$ cat src/shared/pmbs_pkg.sv
// constants, types and helpers shared by the program memory block switch
package pmbs_pkg;
  localparam int ADDR_W = 16;
  localparam int WIN_MSB = 15;
  localparam int WIN_LSB = 13;
  localparam logic [2:0] WIN_TAG = 3'h0;
  localparam logic [1:0] MAP_OVERLAY = 2'h0;
  localparam logic MAP_HI_SW = 1'h1;
  localparam logic MAP_HI_COLD = 1'h0;
  localparam logic NV_PROG = 1'h0;
  localparam logic NV_UNPROG = 1'h1;
  localparam logic [31:0] OFF_MAP = 32'h0000_0000;
  localparam logic [31:0] OFF_STAT = 32'h0000_0004;
  localparam logic [31:0] OFF_IAP = 32'h0000_0008;
  // command word for the startup bit program command (value is arbitrary)
  localparam logic [31:0] IAP_KEY_PROG_SC = 32'h0000_00A5;
  localparam int PROG_TIME_NS = 1000;
  localparam int CLK_PERIOD_NS = 10;
  localparam int PROG_CYC = (PROG_TIME_NS + CLK_PERIOD_NS - 1) / CLK_PERIOD_NS;
  localparam int PCNT_W = 8;
  typedef enum logic [1:0] {
    RK_COLD = 2'b00,
    RK_WARM = 2'b01,
    RK_SW   = 2'b10
  } pmbs_rst_kind_t;
  typedef enum logic [1:0] {
    ST_WAIT_NV = 2'b00,
    ST_LOAD    = 2'b01,
    ST_RUN     = 2'b10
  } pmbs_state_t;
  typedef struct packed {
    logic              valid;
    logic              blk1;
    logic [ADDR_W-1:0] addr;
  } pmbs_sel_t;
  // true when the address lies in the lowest 8 KByte window
  function automatic logic in_window(input logic [ADDR_W-1:0] a);
    in_window = (a[WIN_MSB:WIN_LSB] == WIN_TAG);
  endfunction
endpackage

$ cat src/pmbs_win_steer.sv
// registered block steering for one address stream
`timescale 1ns/1ps
`default_nettype none
module pmbs_win_steer (
  // clock and reset
  input  wire logic                        pclk,
  input  wire logic                        presetn,
  // request
  input  wire logic                        req_valid,
  input  wire logic [pmbs_pkg::ADDR_W-1:0] req_addr,
  input  wire logic                        want_blk1,
  // steered result
  output var  pmbs_pkg::pmbs_sel_t         sel_r
);
  wire logic hit_w;
  assign hit_w = pmbs_pkg::in_window(req_addr) & want_blk1;

  always_ff @(posedge pclk or negedge presetn)
  begin
    if (!presetn)
      sel_r <= '0;
    else
    begin
      sel_r.valid <= req_valid;
      sel_r.blk1  <= hit_w;
      sel_r.addr  <= req_addr;
    end
  end
endmodule
`default_nettype wire

$ cat src/pmbs_nv_cell.sv
// nonvolatile startup bit: load after reset, one-way programming
`timescale 1ns/1ps
`default_nettype none
module pmbs_nv_cell (
  // clock and reset
  input  wire logic pclk,
  input  wire logic presetn,
  // array side
  input  wire logic nv_stored,
  output logic      prog_strobe_r,
  // control
  input  wire logic prog_req,
  output logic      bit_r,
  output logic      loaded_r,
  output logic      busy_r,
  output logic      refused_r
);
  logic [pmbs_pkg::PCNT_W-1:0] cnt_r;
  wire logic accept_w;
  // programming only moves unprogrammed to programmed
  assign accept_w = prog_req & loaded_r & ~busy_r & (bit_r == pmbs_pkg::NV_UNPROG);

  always_ff @(posedge pclk or negedge presetn)
  begin
    if (!presetn)
    begin
      bit_r         <= pmbs_pkg::NV_UNPROG;
      loaded_r      <= 1'b0;
      busy_r        <= 1'b0;
      cnt_r         <= '0;
      prog_strobe_r <= 1'b0;
      refused_r     <= 1'b0;
    end
    else
    begin
      prog_strobe_r <= accept_w;
      refused_r     <= prog_req & ~accept_w;
      if (!loaded_r)
      begin
        bit_r    <= nv_stored;
        loaded_r <= 1'b1;
      end
      else if (accept_w)
      begin
        busy_r <= 1'b1;
        cnt_r  <= pmbs_pkg::PCNT_W'(pmbs_pkg::PROG_CYC - 1);
      end
      else if (busy_r)
      begin
        cnt_r <= cnt_r - 1'b1;
        if (cnt_r == '0)
        begin
          busy_r <= 1'b0;
          bit_r  <= pmbs_pkg::NV_PROG;
        end
      end
    end
  end
endmodule
`default_nettype wire

$ cat src/pmbs_top.sv
// program memory block switch: map field, reset reload, fetch steering, apb
`timescale 1ns/1ps
`default_nettype none
// Function
// - map field 00 sends fetches at 0000H-1FFFH to Block 1.
// - fetches above 1FFFH always go to Block 0.
// - map 01, 10, 11 hides Block 1 from fetch; programming still reaches it.
// - with overlay active, programming still reaches low 8K of Block 0.
// - presetn and every warm reset request in ST_RUN reload the map field from the startup bit.
// - cold reset loads 00 if unprogrammed, 01 if programmed.
// - warm reset keeps upper bit, lower bit 0 unprogrammed, 1 programmed.
// - software reset loads 10 if unprogrammed, 11 if programmed.
// - stored 0 means programmed, stored 1 means unprogrammed.
// - software may write the lower map bit only in ST_RUN; startup bit untouched.
// - startup bit changes only by host or programming command.
// - programming the startup bit leaves the map until next reset.
// - startup bit may be programmed only from unprogrammed state.
module pmbs_top (
  // apb slave
  input  wire logic                        pclk,
  input  wire logic                        presetn,
  input  wire logic                        psel,
  input  wire logic                        penable,
  input  wire logic                        pwrite,
  input  wire logic [31:0]                 paddr,
  input  wire logic [31:0]                 pwdata,
  output logic      [31:0]                 prdata,
  output logic                             pready,
  output logic                             pslverr,
  // warm resets from the reset controller
  input  wire logic                        warm_rst_req,
  input  wire pmbs_pkg::pmbs_rst_kind_t    warm_rst_kind,
  // instruction fetch
  input  wire logic                        fetch_valid,
  input  wire logic [pmbs_pkg::ADDR_W-1:0] fetch_pc,
  output var pmbs_pkg::pmbs_sel_t          fetch_sel,
  // in-application programming path
  input  wire logic                        iap_valid,
  input  wire logic                        iap_blk1,
  input  wire logic [pmbs_pkg::ADDR_W-1:0] iap_addr,
  output var pmbs_pkg::pmbs_sel_t          iap_sel,
  // startup bit array and host mode pin
  input  wire logic                        nv_stored,
  input  wire logic                        host_prog_pin,
  output logic                             nv_prog_strobe,
  output logic [1:0]                       memory_map_config
);
  ////////////////////////////////////////////////////////////////////////////
  // state
  pmbs_pkg::pmbs_state_t    state_r;
  pmbs_pkg::pmbs_state_t    state_nxt;
  pmbs_pkg::pmbs_rst_kind_t last_kind_r;
  logic [1:0]               map_r;
  logic [1:0]               map_nxt;
  logic                     host_s1_r;
  logic                     host_s2_r;
  logic                     host_d_r;
  logic                     prdy_r;
  logic                     perr_r;
  logic [31:0]              prd_r;
  logic                     nv_bit;
  logic                     nv_loaded;
  logic                     nv_busy;
  logic                     nv_refused;
  logic                     refused_seen_r;

  ////////////////////////////////////////////////////////////////////////////
  // reload value for each kind of reset
  function automatic logic [1:0] reload_map(input pmbs_pkg::pmbs_rst_kind_t kind,
                                            input logic nv, input logic cur_hi);
    logic lo;
    lo = (nv == pmbs_pkg::NV_PROG);
    case (kind)
      pmbs_pkg::RK_WARM: reload_map = {cur_hi, lo};
      pmbs_pkg::RK_SW:   reload_map = {pmbs_pkg::MAP_HI_SW, lo};
      default:           reload_map = {pmbs_pkg::MAP_HI_COLD, lo};
    endcase
  endfunction

  ////////////////////////////////////////////////////////////////////////////
  // apb decode
  wire logic setup_w;
  wire logic acc_w;
  wire logic hit_map_w;
  wire logic hit_stat_w;
  wire logic hit_iap_w;
  wire logic mapped_w;
  wire logic wr_map_w;
  wire logic wr_iap_w;
  wire logic host_rise_w;
  wire logic prog_req_w;
  wire logic run_w;
  wire logic [31:0] rd_mux_w;

  assign setup_w    = psel & ~penable;
  // pready is registered, so every transfer has one wait state
  assign acc_w      = psel & penable & prdy_r;
  assign hit_map_w  = (paddr == pmbs_pkg::OFF_MAP);
  assign hit_stat_w = (paddr == pmbs_pkg::OFF_STAT);
  assign hit_iap_w  = (paddr == pmbs_pkg::OFF_IAP);
  assign mapped_w   = hit_map_w | hit_stat_w | hit_iap_w;
  assign run_w      = (state_r == pmbs_pkg::ST_RUN);
  assign wr_map_w   = acc_w & pwrite & hit_map_w & run_w;
  assign wr_iap_w   = acc_w & pwrite & hit_iap_w & (pwdata == pmbs_pkg::IAP_KEY_PROG_SC);

  // host pin passes two flops; only the second stage feeds the edge detector
  assign host_rise_w = host_s2_r & ~host_d_r;
  // no plain register write reaches the startup bit, only these commands
  assign prog_req_w  = wr_iap_w | host_rise_w;

  assign rd_mux_w = hit_map_w  ? {30'h0000_0000, map_r} :
                    hit_stat_w ? {26'h000_0000, refused_seen_r, nv_busy, last_kind_r,
                                  run_w, nv_bit} :
                    32'h0000_0000;

  ////////////////////////////////////////////////////////////////////////////
  // map field next value
  always_comb
  begin
    state_nxt = state_r;
    map_nxt   = map_r;
    case (state_r)
      pmbs_pkg::ST_WAIT_NV:
      begin
        if (nv_loaded)
          state_nxt = pmbs_pkg::ST_LOAD;
      end
      pmbs_pkg::ST_LOAD:
      begin
        map_nxt   = reload_map(last_kind_r, nv_bit, map_r[1]);
        state_nxt = pmbs_pkg::ST_RUN;
      end
      pmbs_pkg::ST_RUN:
      begin
        // a reset takes priority over a software write in the same cycle
        if (warm_rst_req)
          map_nxt = reload_map(warm_rst_kind, nv_bit, map_r[1]);
        else if (wr_map_w)
          map_nxt = {map_r[1], pwdata[0]};
      end
      default:
      begin
        state_nxt = pmbs_pkg::ST_WAIT_NV;
      end
    endcase
  end

  always_ff @(posedge pclk or negedge presetn)
  begin
    if (!presetn)
    begin
      state_r     <= pmbs_pkg::ST_WAIT_NV;
      map_r       <= pmbs_pkg::MAP_OVERLAY;
      last_kind_r <= pmbs_pkg::RK_COLD;
    end
    else
    begin
      state_r <= state_nxt;
      map_r   <= map_nxt;
      if (run_w && warm_rst_req)
        last_kind_r <= warm_rst_kind;
    end
  end

  ////////////////////////////////////////////////////////////////////////////
  // apb answer and host pin synchroniser
  always_ff @(posedge pclk or negedge presetn)
  begin
    if (!presetn)
    begin
      prdy_r         <= 1'b0;
      perr_r         <= 1'b0;
      prd_r          <= 32'h0000_0000;
      host_s1_r      <= 1'b0;
      host_s2_r      <= 1'b0;
      host_d_r       <= 1'b0;
      refused_seen_r <= 1'b0;
    end
    else
    begin
      prdy_r    <= psel & penable & ~prdy_r;
      perr_r    <= psel & penable & ~prdy_r & ~mapped_w;
      prd_r     <= (psel & penable & ~prdy_r & ~pwrite) ? rd_mux_w : 32'h0000_0000;
      host_s1_r <= host_prog_pin;
      host_s2_r <= host_s1_r;
      host_d_r  <= host_s2_r;
      // sticky; a new refusal in the clearing cycle wins
      if (nv_refused)
        refused_seen_r <= 1'b1;
      else if (wr_map_w && pwdata[1])
        refused_seen_r <= 1'b0;
    end
  end

  assign prdata            = prd_r;
  assign pready            = prdy_r;
  assign pslverr           = perr_r;
  assign memory_map_config = map_r;

  ////////////////////////////////////////////////////////////////////////////
  // startup bit
  pmbs_nv_cell u_nv (
    .pclk          (pclk),
    .presetn       (presetn),
    .nv_stored     (nv_stored),
    .prog_strobe_r (nv_prog_strobe),
    .prog_req      (prog_req_w),
    .bit_r         (nv_bit),
    .loaded_r      (nv_loaded),
    .busy_r        (nv_busy),
    .refused_r     (nv_refused)
  );

  ////////////////////////////////////////////////////////////////////////////
  // fetch and programming steering
  wire logic overlay_w;
  // only 00 overlays Block 1; 01, 10, 11 keep it out of the fetch path
  assign overlay_w = (map_r == pmbs_pkg::MAP_OVERLAY);

  pmbs_win_steer u_fetch (
    .pclk      (pclk),
    .presetn   (presetn),
    .req_valid (fetch_valid),
    .req_addr  (fetch_pc),
    .want_blk1 (overlay_w),
    .sel_r     (fetch_sel)
  );

  // programming picks its block itself, whatever the map field holds
  pmbs_win_steer u_iap (
    .pclk      (pclk),
    .presetn   (presetn),
    .req_valid (iap_valid),
    .req_addr  (iap_addr),
    .want_blk1 (iap_blk1),
    .sel_r     (iap_sel)
  );

  ////////////////////////////////////////////////////////////////////////////
  // checks
  fetch_overlay_a: assert property (
    @(posedge pclk) disable iff (!presetn)
    (pmbs_pkg::in_window(fetch_pc) && map_r == pmbs_pkg::MAP_OVERLAY) |=> fetch_sel.blk1)
    else $error("low window fetch with map 00 not sent to block 1");

  fetch_high_a: assert property (
    @(posedge pclk) disable iff (!presetn)
    !pmbs_pkg::in_window(fetch_pc) |=> !fetch_sel.blk1)
    else $error("fetch above 1FFFH sent to block 1");

  blk1_hidden_a: assert property (
    @(posedge pclk) disable iff (!presetn)
    (map_r != pmbs_pkg::MAP_OVERLAY) |=> !fetch_sel.blk1)
    else $error("block 1 visible to fetch while map is not 00");

  iap_blk0_a: assert property (
    @(posedge pclk) disable iff (!presetn)
    (iap_valid && !iap_blk1) |=> (iap_sel.valid && !iap_sel.blk1))
    else $error("programming could not reach block 0 low window");

  cold_load_a: assert property (
    @(posedge pclk) disable iff (!presetn)
    (state_r == pmbs_pkg::ST_LOAD && last_kind_r == pmbs_pkg::RK_COLD)
      |=> map_r == {pmbs_pkg::MAP_HI_COLD, ~$past(nv_bit)})
    else $error("cold reset map reload wrong");

  warm_load_a: assert property (
    @(posedge pclk) disable iff (!presetn)
    (run_w && warm_rst_req && warm_rst_kind == pmbs_pkg::RK_WARM)
      |=> (map_r[1] == $past(map_r[1]) && map_r[0] == ~$past(nv_bit)))
    else $error("warm reset map reload wrong");

  sw_load_a: assert property (
    @(posedge pclk) disable iff (!presetn)
    (run_w && warm_rst_req && warm_rst_kind == pmbs_pkg::RK_SW)
      |=> map_r == {pmbs_pkg::MAP_HI_SW, ~$past(nv_bit)})
    else $error("software reset map reload wrong");

  map_write_a: assert property (
    @(posedge pclk) disable iff (!presetn)
    (wr_map_w && !warm_rst_req)
      |=> (map_r == {$past(map_r[1]), $past(pwdata[0])} && nv_bit == $past(nv_bit)))
    else $error("lower map bit write misbehaved");

  prog_keeps_map_a: assert property (
    @(posedge pclk) disable iff (!presetn)
    (run_w && $fell(nv_busy) && !$past(warm_rst_req) && !$past(wr_map_w))
      |-> $stable(map_r))
    else $error("programming the startup bit changed the map");

  prog_once_a: assert property (
    @(posedge pclk) disable iff (!presetn)
    (nv_loaded && nv_bit == pmbs_pkg::NV_PROG)
      |=> (!nv_prog_strobe && nv_bit == pmbs_pkg::NV_PROG))
    else $error("startup bit programmed from programmed state");

  iap_blk1_a: assert property (
    @(posedge pclk) disable iff (!presetn)
    (iap_valid && iap_blk1 && pmbs_pkg::in_window(iap_addr))
      |=> (iap_sel.valid && iap_sel.blk1))
    else $error("programming could not reach block 1");

  iap_overlay_a: assert property (
    @(posedge pclk) disable iff (!presetn)
    (overlay_w && iap_valid && !iap_blk1 && pmbs_pkg::in_window(iap_addr))
      |=> (iap_sel.valid && !iap_sel.blk1 && iap_sel.addr == $past(iap_addr)))
    else $error("block 0 low window lost to programming during overlay");

  cold_kind_a: assert property (
    @(posedge pclk) disable iff (!presetn)
    (run_w && warm_rst_req && warm_rst_kind == pmbs_pkg::RK_COLD)
      |=> map_r == {pmbs_pkg::MAP_HI_COLD, ~$past(nv_bit)})
    else $error("cold kind reset request map reload wrong");

  map_hold_a: assert property (
    @(posedge pclk) disable iff (!presetn)
    (run_w && !warm_rst_req && !wr_map_w) |=> $stable(map_r))
    else $error("map field changed without reset or write");

  strobe_cause_a: assert property (
    @(posedge pclk) disable iff (!presetn)
    nv_prog_strobe |-> $past(prog_req_w))
    else $error("startup bit strobe without a programming command");

  strobe_unprog_a: assert property (
    @(posedge pclk) disable iff (!presetn)
    nv_prog_strobe |-> (nv_bit == pmbs_pkg::NV_UNPROG && nv_busy))
    else $error("startup bit strobe while already programmed");

  refused_sticky_a: assert property (
    @(posedge pclk) disable iff (!presetn)
    nv_refused |=> refused_seen_r)
    else $error("refused programming not recorded");

  steer_lag_a: assert property (
    @(posedge pclk) disable iff (!presetn)
    1'b1 |=> (fetch_sel.valid == $past(fetch_valid)
              && fetch_sel.addr == $past(fetch_pc)))
    else $error("fetch steering not one cycle behind the request");
endmodule
`default_nettype wire

$ cat config.mk
export PLATFORM = sky130hd
export DESIGN_NAME = pmbs_top
export DESIGN_NICKNAME = d
export VERILOG_FILES = /design/src/shared/pmbs_pkg.sv /design/src/pmbs_win_steer.sv /design/src/pmbs_nv_cell.sv /design/src/pmbs_top.sv
export SDC_FILE = /design/constraint.sdc
export NUM_CORES = 1
export LEC_CHECK = 0
export ABC_AREA = 1
export BUFFER_PORTS_ARGS = -buffer_cell sky130_fd_sc_hd__buf_2
export CELL_PAD_IN_SITES_DETAIL_PLACEMENT = 0
export CELL_PAD_IN_SITES_GLOBAL_PLACEMENT = 1
export CORE_ASPECT_RATIO = 0.9
export CORE_MARGIN = 2
export CORE_UTILIZATION = 33
export CTS_BUF_LIST = sky130_fd_sc_hd__clkbuf_8
export DETAILED_ROUTE_END_ITERATION = 8
export PLACE_DENSITY = 0.95
export SLEW_MARGIN = 30
export SYNTH_ARGS = -nofsm -noshare
export SYNTH_HDL_FRONTEND = slang
export SYNTH_HIERARCHICAL = 1
export SYNTH_SLANG_ARGS = --single-unit
$ cat constraint.sdc
create_clock -name pclk -period 2.6 [get_ports pclk]
set_input_delay 0.52 -clock pclk [delete_from_list [all_inputs] [get_ports pclk]]
set_output_delay 0.52 -clock pclk [all_outputs]
set_load 0.01 [all_outputs]
==> impl_metrics.py <==
metrics = {
    "worst_setup_path": {
        "critical_path.endpoint_type": "flip-flop",
        "reg2reg_slack_ps": 810,
        "required_ps": 2870,
        "r2r_cells": 11,
        "worstPathMaxFanout": 11,
        "critPathLaunchType": "flip-flop",
        "reg2reg_from": "pready",
        "r2r_end": "u_nv/cnt_r[7]",
        "startpoint": "pready",
        "path_cells": "nand4_1 > or2_2 > nor2_1 > nand2_1 > nand2_1 > nand3_1 > nand2_2 > nand3_1 > nand2_1 > nand2_1 > nor2_1",
        "crit_slowest_cell": "dfrtp_1",
        "critPathMaxStageDelay_ps": 380,
        "path_class": "flip-flop to flip-flop",
        "worst_path_most_repeated_cell": "nand2_1",
        "worstPathArrival_ps": 2060,
    },
    "layout": {
        "multi_input_area_um2": 986,
        "layout_common_cells": "buf_2 (155), dfrtp_1 (66), nand2_1 (61)",
        "instances_no_fill": 600,
        "fillers": 857,
        "utilization_pct": 45.7,
        "n_antenna_cell": 0,
        "layout-drive-gt1-share_pct": 42.4,
        "nets": 587,
        "final_area_um2": 3920,
        "regArea_um2": 1680,
        "layout_commonest_cell": "buf_2",
        "syn2layout_area_growth_pct": 34.6,
    },
    "logic_synthesis": {
        "async_flop_share_pct": 100,
        "synth_compound_area_share_pct": 2.71,
        "synth-main-ff-cell": "dfrtp_1",
        "syn_avg_cell_area_um2": 9.36,
        "synthCells": 311,
        "synth_top_family_by_area": "simple AND/OR/NAND/NOR gates",
        "synth_xor_xnor_area_share_pct": 0,
        "yosysWarnings": 6,
        "yosys.cell_types.count": 29,
        "muxShareOfSynthArea_pct": 0,
        "yosys.area_share.adder_pct": 0.859,
        "ys_seq_area_share_pct": 57.6,
        "synth_edf_count": 0,
        "ys_ff_latch": 67,
        "synth.cell_area_um2": 2910,
        "synth_simple_gate_area_share_pct": 26.8,
    },
    "route": {
        "via_per_inst": 4.08,
        "via_count": 2449,
        "ant_nets": 0,
        "dr.pass1.iters": 4,
        "drc": 0,
        "drtIter0Drc": 64,
        "wl_per_cell_um": 10.7,
        "wl_mm": 6.45,
    },
    "status": {
        "status": "complete, no violations",
    },
    "power": {
        "totalPowerFinal_mw": 2.69,
        "leakage_nw": 2.12,
        "power_density_nw_per_um2": 687,
        "ir_drop_mv": 0.218,
    },
    "place": {
        "dp_slack_ps": 471,
        "post-place-cells": 584,
        "place_hpwl_mm": 5.21,
        "port_buffers": 155,
        "placed_cell_area_um2": 3740,
        "gp_congestion": 0.753,
    },
    "sta": {
        "rsz0062_at_grt": "no",
        "min_period_ps": 1790,
        "fin_worst_skew_ps": 10.2,
        "final-setup-viol-count": 0,
        "holdWs_ps": 184,
        "fin_tns_setup_ps": 0,
        "finalMaxSlewViolations": 0,
        "finalHoldViolCount": 0,
        "max_freq_mhz": 559,
        "finalCritPeriodShare_pct": 68.8,
        "timing.final.ws_setup_ps": 812,
    },
    "grt": {
        "grt_max_degree": 68,
        "antenna_found_initial": 0,
        "grt_remaining_overflow": 0,
        "track_usage_pct": 13.4,
        "grt_pass1_wl_mm": 10.1,
        "grt_pass1_vias": 2418,
    },
    "cts": {
        "cts.reportedPaths.clkPinSlew_ps": 70,
        "cts_sinks": 67,
        "cts_setup_buffers": 0,
        "clock_latency_ps": 340,
        "cts-htree-levels": 3,
        "ctsHoldBuffers": 0,
        "cts_root_buffer": "clkbuf_8",
        "cts_tree": "yes",
        "cts_resized": 0,
        "cts_buffer_depth": 2,
        "cts_made_buffers": 9,
    },
    "die": {
        "num_rows": 32,
        "die_x_um": 103,
        "fp.coreArea_um2": 8570,
        "initial_core_util_pct": 34.0,
        "io_pins": 182,
        "die_h_um": 93.1,
        "dieArea_um2": 9590,
    },
    "job": {
        "maxCapViolCount": 0,
    },
    "hold_path": {
        "hold_path_class": "input port to async pin",
    },
}
[routing by layer]
| metal | track usage [%] | up-vias | share of wire [%] |
|---|---|---|---|
| li1 | - | 1236 | - |
| met1 | 13.3 | 1110 | 37 |
| met2 | 24.5 | 91 | 54 |
| met3 | 5.38 | 12 | 7.8 |
| met4 | 5.37 | 0 | 1.4 |
| met5 | 0 | - | 0 |
[kinds of logic (layout without fill, tap and decap cells)]
family	Yosys count	count (layout)
compound gates	14	14
fa+ha+maj	2	2
buf+inv	63	208
flops	67	67
other cells	2	27
simple gates	163	163
[cell usage after synthesis, types with 3 or more instances]
cell type	count	area, um^2
nand2_2	7	43.8
nor2_2	5	31.3
inv_2	4	15.0
nand2_1	61	229
inv_1	32	120
nor2_1	50	188
dfrtp_1	66	1650
nor3_2	3	30.0
nand3_1	14	70.1
nor2_4	7	78.8
a21oi_1	5	25.0
nand4_1	8	50.1
buf_4	26	195
o21ai_0	5	25.0
[where the power goes]
| group | total, mW | leakage, nW | switching, mW | internal [mW] |
|---|---|---|---|---|
| Combinational | 0.656 | 1.23 | 0.408 | 0.248 |
| Sequential | 1.29 | 0.807 | 0.0989 | 1.19 |
| Clock | 0.752 | 0.0860 | 0.402 | 0.350 |
[worst max path at each step]
| stage | endpoint | slack, ps |
|---|---|---|
| CTS | u_nv/cnt_r[7] | 800 |
| global route | u_nv/cnt_r[5] | 630 |
| detailed placement | u_nv/cnt_r[5] | 470 |
| global placement | u_nv/cnt_r[5] | 540 |
| finish | u_nv/cnt_r[7] | 810 |
| floorplan | u_nv/cnt_r[5] | 770 |
[layout make-up]
class                      count  share of cell area (%)
clock buffer                   9                    3.16
clock inverter                 7                    1.31
inverter                      36                    3.45
multi-input combinational    206                    25.2
sequential                    67                    42.8
tap                          119                    3.80
timing repair buffer         156                    20.3
[flip-flops by register name, summed over array words and instances (netlist names)]
name and cells:
pready 1, u_iap/sel_r 18, host_s2_r 1, u_nv/busy_r 1, u_nv/refused_r 1, host_d_r 1, pslverr 1, u_fetch/sel_r 18
u_nv/cnt_r 8, last_kind_r 2, u_nv/loaded_r 1, memory_map_config 2, prdata 6, refused_seen_r 1, state_r 2, host_s1_r 1
u_nv/bit_r 1, u_nv/prog_strobe_r 1
[critical path, delay by kind of cell, from the launching register on]
family / cells / cell delay, ps
simple gates: 11 / 1340
flops: 1 / 380
No activity file was read; power rests on OpenSTA's default activity.
